--- config.mk ---
export PLATFORM = sky130hd
export DESIGN_NAME = dcfg_config
export DESIGN_NICKNAME = d
export VERILOG_FILES = /design/src/dcfg_pkg.sv /design/src/dcfg_config.sv
export VERILOG_INCLUDE_DIRS = /design/src
export SDC_FILE = /design/constraint.sdc
export NUM_CORES = 1
export LEC_CHECK = 0
export BUFFER_PORTS_ARGS = -buffer_cell sky130_fd_sc_hd__clkbuf_2
export CAP_MARGIN = 20
export CORE_MARGIN = 2
export CORE_UTILIZATION = 41
export DETAILED_ROUTE_END_ITERATION = 8
export PLACE_DENSITY = 0.76
export SETUP_SLACK_MARGIN = 0.2
export SYNTH_ARGS = -nofsm -noshare
export SYNTH_HDL_FRONTEND = slang
export SYNTH_SLANG_ARGS = --single-unit
export TNS_END_PERCENT = 100
--- constraint.sdc ---
create_clock -name clk_sys -period 2.1 [get_ports clk_sys]
set_clock_uncertainty 0.15 [all_clocks]
set_input_delay 0.105 -clock clk_sys [delete_from_list [all_inputs] [get_ports clk_sys]]
set_output_delay 0.105 -clock clk_sys [all_outputs]
set_load 0.05 [all_outputs]
--- src/dcfg_params.svh ---
// register offsets, field positions, reset values and timing for the device configuration bank
`ifndef DCFG_PARAMS_SVH
`define DCFG_PARAMS_SVH

`define DCFG_ADDR_W 12
`define DCFG_DEV_CFG_OFFSET 12'h7c8

// writable storage bits and reset image
`define DCFG_WRITE_MASK 32'h07dbfe70
`define DCFG_RESET_VALUE 32'h00089220

`define DCFG_MEM_COUNT_BIT 4
`define DCFG_MEM_ORG_LSB 5
`define DCFG_MEM_ORG_MSB 6
`define DCFG_LOOKUP_AGING_BIT 9
`define DCFG_HASH_SEL_LSB 10
`define DCFG_HASH_SEL_MSB 11
`define DCFG_HASH_SIZE_LSB 12
`define DCFG_HASH_SIZE_MSB 13
`define DCFG_IPM_OFF_BIT 15
`define DCFG_LEARN_OFF_BIT 16
`define DCFG_PARTIAL_SYNC_BIT 17
`define DCFG_FRAME_AGING_BIT 19
`define DCFG_OVERSIZE_FWD_BIT 20
`define DCFG_BUF_DEC_BIT 21
`define DCFG_BUF_CNT_EN_BIT 22
`define DCFG_STAT_EN_BIT 23
`define DCFG_PCS_SEL_BIT 24
`define DCFG_TX_GATE_BIT 25
`define DCFG_MC_PRIV_BIT 26

// wait states inserted on every processor access
`define DCFG_WAIT_CYCLES 2
`define DCFG_CNT_W 4

`endif

--- src/dcfg_pkg.sv ---
// types for the device configuration bank
package dcfg_pkg;
	typedef enum logic [1:0] {
		DCFG_IDLE = 2'b00,
		DCFG_WAIT = 2'b01,
		DCFG_DONE = 2'b10
	} dcfg_state_t;
endpackage

--- src/dcfg_config.sv ---
// device configuration register: processor access with wait states and field outputs
`include "dcfg_params.svh"

module dcfg_config
	import dcfg_pkg::*;
(
	input wire logic clk_sys,
	input wire logic rst_n,
	input wire logic host_req,
	input wire logic host_we,
	input wire logic [`DCFG_ADDR_W-1:0] host_addr,
	input wire logic [31:0] host_wdata,
	output logic [31:0] host_rdata,
	output logic host_rdy,
	input wire logic link_up,
	input wire logic mac_tx_en,
	input wire logic mac_tx_led,
	output logic tx_en_out,
	output logic tx_led_out,
	output logic memory_chip_count,
	output logic [1:0] memory_chip_organisation,
	output logic lookup_aging_enable,
	output logic [1:0] hash_bit_selection,
	output logic [1:0] hash_key_size,
	output logic ip_multicast_off,
	output logic learning_off,
	output logic partial_sync,
	output logic frame_aging_enable,
	output logic oversize_forward,
	output logic buffer_count_decrement,
	output logic buffer_count_enable,
	output logic stat_count_enable,
	output logic coding_sublayer_select,
	output logic multicast_privilege
);

	dcfg_state_t state_reg, state_next;
	logic [`DCFG_CNT_W-1:0] cnt_reg, cnt_next;
	logic [31:0] cfg_reg, cfg_next;
	logic [31:0] rdata_reg, rdata_next;
	logic dec_reg, dec_next;
	logic tx_en_reg, tx_en_next;
	logic tx_led_reg, tx_led_next;
	logic addr_hit;

	function automatic logic hits_config(input logic [`DCFG_ADDR_W-1:0] a);
		hits_config = (a == `DCFG_DEV_CFG_OFFSET);
	endfunction

	assign addr_hit = hits_config(host_addr);

	always_comb begin
		state_next = state_reg;
		cnt_next = cnt_reg;
		cfg_next = cfg_reg;
		rdata_next = rdata_reg;
		dec_next = 1'b0;
		case (state_reg)
			DCFG_IDLE: begin
				if (host_req) begin
					state_next = DCFG_WAIT;
					cnt_next = '0;
				end
			end
			DCFG_WAIT: begin
				// wait states before the access completes
				if (cnt_reg == `DCFG_CNT_W'(`DCFG_WAIT_CYCLES - 1)) begin
					state_next = DCFG_DONE;
					if (host_we && addr_hit) begin
						cfg_next = host_wdata & `DCFG_WRITE_MASK;
						dec_next = host_wdata[`DCFG_BUF_DEC_BIT];
						rdata_next = '0;
					end else if (!host_we && addr_hit) begin
						rdata_next = cfg_reg;
					end else begin
						// unmapped addresses read zero and drop writes
						rdata_next = '0;
					end
				end else begin
					cnt_next = cnt_reg + `DCFG_CNT_W'(1);
				end
			end
			DCFG_DONE: begin
				// always back to idle so ready cannot stay high two cycles in a row
				state_next = DCFG_IDLE;
			end
			default: begin
				state_next = DCFG_IDLE;
			end
		endcase
		// gating is registered; one cycle behind the mac
		tx_en_next = mac_tx_en & (link_up | cfg_reg[`DCFG_TX_GATE_BIT]);
		tx_led_next = mac_tx_led & (link_up | cfg_reg[`DCFG_TX_GATE_BIT]);
	end

	always_ff @(posedge clk_sys or negedge rst_n) begin
		if (!rst_n) begin
			state_reg <= DCFG_IDLE;
			cnt_reg <= '0;
			cfg_reg <= `DCFG_RESET_VALUE;
			rdata_reg <= '0;
			dec_reg <= 1'b0;
			tx_en_reg <= 1'b0;
			tx_led_reg <= 1'b0;
		end else begin
			state_reg <= state_next;
			cnt_reg <= cnt_next;
			cfg_reg <= cfg_next;
			rdata_reg <= rdata_next;
			dec_reg <= dec_next;
			tx_en_reg <= tx_en_next;
			tx_led_reg <= tx_led_next;
		end
	end

	assign host_rdy = (state_reg == DCFG_DONE);
	assign host_rdata = rdata_reg;
	assign tx_en_out = tx_en_reg;
	assign tx_led_out = tx_led_reg;
	assign buffer_count_decrement = dec_reg;

	assign memory_chip_count = cfg_reg[`DCFG_MEM_COUNT_BIT];
	assign memory_chip_organisation = cfg_reg[`DCFG_MEM_ORG_MSB:`DCFG_MEM_ORG_LSB];
	assign lookup_aging_enable = cfg_reg[`DCFG_LOOKUP_AGING_BIT];
	assign hash_bit_selection = cfg_reg[`DCFG_HASH_SEL_MSB:`DCFG_HASH_SEL_LSB];
	// key size code 11 is undefined; passed through untouched
	assign hash_key_size = cfg_reg[`DCFG_HASH_SIZE_MSB:`DCFG_HASH_SIZE_LSB];
	assign ip_multicast_off = cfg_reg[`DCFG_IPM_OFF_BIT];
	assign learning_off = cfg_reg[`DCFG_LEARN_OFF_BIT];
	assign partial_sync = cfg_reg[`DCFG_PARTIAL_SYNC_BIT];
	assign frame_aging_enable = cfg_reg[`DCFG_FRAME_AGING_BIT];
	assign oversize_forward = cfg_reg[`DCFG_OVERSIZE_FWD_BIT];
	assign buffer_count_enable = cfg_reg[`DCFG_BUF_CNT_EN_BIT];
	assign stat_count_enable = cfg_reg[`DCFG_STAT_EN_BIT];
	assign coding_sublayer_select = cfg_reg[`DCFG_PCS_SEL_BIT];
	assign multicast_privilege = cfg_reg[`DCFG_MC_PRIV_BIT];
endmodule // dcfg_config

Yosys cells after proc, flatten, opt, wreduce, memory -nomap -nowiden
Cells that the tools add are included.

Bits in registers: 60. Latch bits: 0. Bits in writable memories: 0. Bits in read-only memories: 0. Output and inout bits: 53. Memories kept: 0.

Add/sub/neg operators: 1. Multiply operators: 0. Divide/modulo/power cells: 0. Order comparisons: 0. Equal/unequal tests: 7. Shift-type cells: 0. Mux-type cells: 11. Bitwise logic cells: 3. Reduce and logical (&&, ||, !) cells: 9.

Operators with widths (count): 27-bit 2-to-1 mux (2); 12-bit by 11-bit equality test with 1-bit output, second input constant (1); 4-bit 2-to-1 mux (2); 4-bit one-hot mux with 2 select lines (1); 2-bit inequality test, second input constant (3); 3-bit AND reduction (2); 4-bit by 1-bit adder with 4-bit output, second input constant (1); 4-bit by 1-bit equality test with 1-bit output, second input constant (1); 2-bit 2-to-1 mux (2); 2-bit one-hot mux with 2 select lines (1); 2-bit AND reduction (2); 1-bit 2-to-1 mux (3); 1-bit AND (2); 2-bit by 1-bit equality test with 1-bit output, second input constant (1); 2-bit equality test, second input constant (1); 1-bit logical AND (2); 2-bit logical NOT (1); 2-bit nonzero test (1); 1-bit logical NOT (1); 1-bit OR (1).

Longest topological paths before layout
Depth after elaboration: 5. Gate-level depth with buffers: 6. Depth with buffers taken out: 6.

Worst setup path after synthesis
Ideal clock, no wire load.

Path kind: flip-flop to flip-flop. From: register cnt_reg[1]. To: register cfg_reg[13]. Library setup time: 0.125 ns. Data arrival time: 1.915 ns. Required time: 1.825 ns. Slack: -0.090 ns. Stages on the path, launching flop included: 7. Buffers on the path: 1. Clock period less this slack: 2.190 ns. Cells stage by stage: dfrtp_1 inv_1 ha_1 nand4b_2 nor4_4 buf_8 mux2_4.

Cells in the longest elaborated chain, start to end: 2.

RTL lines: start: declaration (RTL line dcfg_config.sv:38) `` logic [`DCFG_CNT_W-1:0] cnt_reg, cnt_next; ``; start signal: assignment (RTL line dcfg_config.sv:107) `cnt_reg <= cnt_next;`; 4-bit by 1-bit equality test with 1-bit output (RTL line dcfg_config.sv:67) `` if (cnt_reg == `DCFG_CNT_W'(`DCFG_WAIT_CYCLES - 1)) begin ``; 3-bit AND reduction (no source line); end signal: assignment (RTL line dcfg_config.sv:100) `` cfg_reg <= `DCFG_RESET_VALUE; ``; end signal: assignment (RTL line dcfg_config.sv:108) `cfg_reg <= cfg_next;`; end: declaration (RTL line dcfg_config.sv:39) `logic [31:0] cfg_reg, cfg_next;`.

Every way passes these cells. A chain may end at the register's enable or synchronous reset.

Worst setup path in the final report
From: register cnt_reg[1]. To: register rdata_reg[24], in the netlist host_rdata[24].

Cells in the longest elaborated chain, start to end: 2.

RTL lines: 4-bit by 1-bit equality test with 1-bit output (RTL line dcfg_config.sv:67); 2-bit AND reduction (no source line); end signal: assignment (RTL line dcfg_config.sv:109) `rdata_reg <= rdata_next;`; end: declaration (RTL line dcfg_config.sv:40) `logic [31:0] rdata_reg, rdata_next;`.

Every way passes these cells.

==> summary.txt <==
Outcome
  – Outcome: finished clean

Finish
  – Core Util, Final: 61.3%
  – Non-filler cells, final: 325
  – Ant diodes: 0
  – Multi-input logic area: 791 µm²
  – Area Overhead vs Synth: 41.6%
  – Layout Nets: 310
  – Seq. cell area: around 1200 µm²
  – Most common cell after layout, fill and taps aside: clkbuf_2
  – Share of layout cells above drive strength 1: approximately half
  – Most frequent cells in the layout: clkbuf_2, dfrtp_1, dlygate4sd3_1
  – Fillcell total: 381

Global routing
  – Vias in the first global route: 1550
  – GR Util met3: 3.84%
  – Initial antenna violation count: 0
  – Grt met1 use: a little over a fifth
  – Total GRT Usage: 17.3%
  – First-pass GRT wire length: 7330 µm
  – GR peak layer: met2
  – Grt ovf: 0
  – M2 GR Usage: 30.1%
  – Largest net degree at the start of global routing: 25

STA
  – RSZ-0062 raised after global routing: yes
  – Fmax: between 500 and 600 MHz
  – WHS: about 0.066 ns
  – Fin. max-slew vios: 0
  – Slew @ Worst Pin: 0.618 ns
  – Setup tns final: 0 ns
  – Min Tclk post-route: 1.84 ns
  – Final setup vio count: 0
  – Final hold vios: 0
  – Period utilization: 87.6%
  – Normalized max-slew margin: 58.8%

Routing
  – Antenna-violating nets left: 0
  – Vias per Instance: 4.67
  – 1st-iter DRT viols: 84
  – DRT Pass-1 Iters: 4
  – DR vias: ~1500
  – Routed wire length: 4650 µm
  – Drt wl/cell: 14.3 µm
  – DRC Markers: 0

Clock network
  – CTS sink cnt: 47
  – CTS root buffer: clkbuf_8
  – Clock tree buffer depth: 2
  – Worst skew pair latency: around 0.29 ns
  – Reg clk slew, reported paths: 0.08 ns
  – Clock tree from TritonCTS: yes
  – CTS buffer count: 5
  – H-tree Lvls: 2

Floorplan
  – Die boundary height: 75.3 µm
  – Die area: between 5000 and 6000 µm²
  – Number of core rows: 25
  – Initial core utilization: 43.3%
  – Ports: about 100
  – Core region area: 4820 µm²
  – Die X-Extent: about 75 µm

Worst setup path
  – Crit start category: register
  – CP Max Fanout: 22
  – CP arrival: 1.92 ns
  – Buf/Inv on CP: 3
  – CP peak stage delay: 0.40 ns
  – CP cell instances: inv_2 -> ha_4 -> nand4b_4 -> buf_4 -> nor4_4 -> buf_12 -> a22o_1
  – Delay-heaviest family, CP: buffers and inverters
  – Critical path's slowest cell: dfrtp_1
  – CP Data Required Time: 2.18 ns
  – CP endpoint kind: register
  – Setup CP Type: reg -> reg

Power and ir drop
  – PD cells: 738 nW/µm²
  – Total power: 0.00218 W
  – VDD IR max: 0.389 mV
  – Leak Pwr: 1.55 nW

Placed design
  – Post-DP HPWL: 2900 µm
  – Placed cell count: 285
  – Port bufs: between 70 and 80
  – GPL Wtd Cong: between 0.7 and 0.8

Run
  – Max_cap viols: 0

Synthesis
  – Post-Syn Area per Cell: around 14 µm²
  – Synthesized area: around 2100 µm²
  – Synth area leaders: dfrtp_1, a22o_1, mux2_4, buf_4, dfstp_2
  – Post-Synthesis Cells: about 150
  – Flops & latches, synth: 47
  – Yosys top cell by area: dfrtp_1
  – Synth cell types: 30
  – Post-synthesis sequential area ratio: 56.7%
  – Synth top area share: 50.4%
  – Yosys warns: 0

Worst hold path
  – Worst hold path type: in -> reg
==> power by group <==
| group | internal, W | total (W) | switching (W) |
|---|---|---|---|
| sequential | 0.000958 | 0.00102 | 0.0000586 |
| clock | 0.000237 | 0.000509 | 0.000272 |
| combinational | 0.000291 | 0.000652 | 0.000361 |
==> cell usage after synthesis (all sizes together) <==
cell type / number
dfrtp: 42
a21oi: 1
nand4bb: 1
or2: 1
nand2: 2
buf: 22
nand4: 1
and2: 1
nor2: 1
o21ai: 3
conb: 1
nor4: 3
nor3b: 1
nor4b: 1
nor2b: 2
inv: 3
nand4b: 1
nand3: 1
ha: 2
o21a: 2
o21bai: 1
clkbuf: 2
nand2b: 2
a22o: 23
mux2: 20
dfstp: 5
==> routing by layer <==
layer | part of all wire (%) | vias up
li1 | - | 714
met1 | 41 | 730
met2 | 51 | 68
met3 | 6.5 | 6
met4 | 1.1 | 0
met5 | 0 | -
==> worst register-to-register path, stage by stage (launching register included) <==
cell      delay [ns]
dfrtp_1         0.40
inv_2           0.07
ha_4            0.14
nand4b_4        0.12
buf_4           0.24
nor4_4          0.33
buf_12          0.20
a22o_1          0.15
==> final cells by class <==
class                   instances  area share [%]
well taps                      67            2.84
clock buffers                   8            2.71
inverters                       3           0.381
flip-flops and latches         47            40.0
repair buffers                117            27.2
multi-input cells              83            26.8
==> stage by stage <==
step / instance area [µm²] / setup slack (ns)
final: 2950 / 0.261
after global routing: 2950 / 0.177
after CTS: 2930 / 0.191
after detailed placement: 2530 / 0.103
after global placement: 2530 / 0.129
after floorplan: 2140 / -0.0730
==> what timing repair did <==
| action | 4_1_cts | 5_1_grt |
|---|---|---|
| hold endpoints to repair | 43 | 0 |
| cloned | 1 | 1 |
| setup endpoints to repair | 38 | 38 |
| setup buffers | 3 | 2 |
| gates resized for setup | 4 | 1 |
| hold buffers | 25 | 0 |
| pin swaps | 1 | 0 |
==> logic make-up after synthesis <==
kind of cell,share of synthesized area [%]
AOI/OAI and AO/OA,11.7
and+or+nand+nor,8.70
other,0.180
DFF,56.7
muxes,12.6
buffers and inverters,8.94
adders and majority gates,1.20
==> worst paths after layout <==
kind,cells after the start,slack (ns),to,start
worst max-delay path,7,0.26,host_rdata[24]$_DFFE_PN0P_,cnt_reg[1]$_DFFE_PN0P_
min in group asynchronous,2,0.22,host_rdata[26]$_DFFE_PN0P_,rst_n
worst max register to register,7,0.26,host_rdata[24]$_DFFE_PN0P_,cnt_reg[1]$_DFFE_PN0P_
worst min-delay path,3,0.07,state_reg[0]$_DFFE_PN0P_,host_req
max in group asynchronous,3,0.95,cfg_reg[15]$_DFFE_PN1P_,rst_n
worst min register to register,1,0.36,host_rdata[16]$_DFFE_PN0P_,host_rdata[16]$_DFFE_PN0P_
Note: power is estimated with default switching activity, not from simulation.
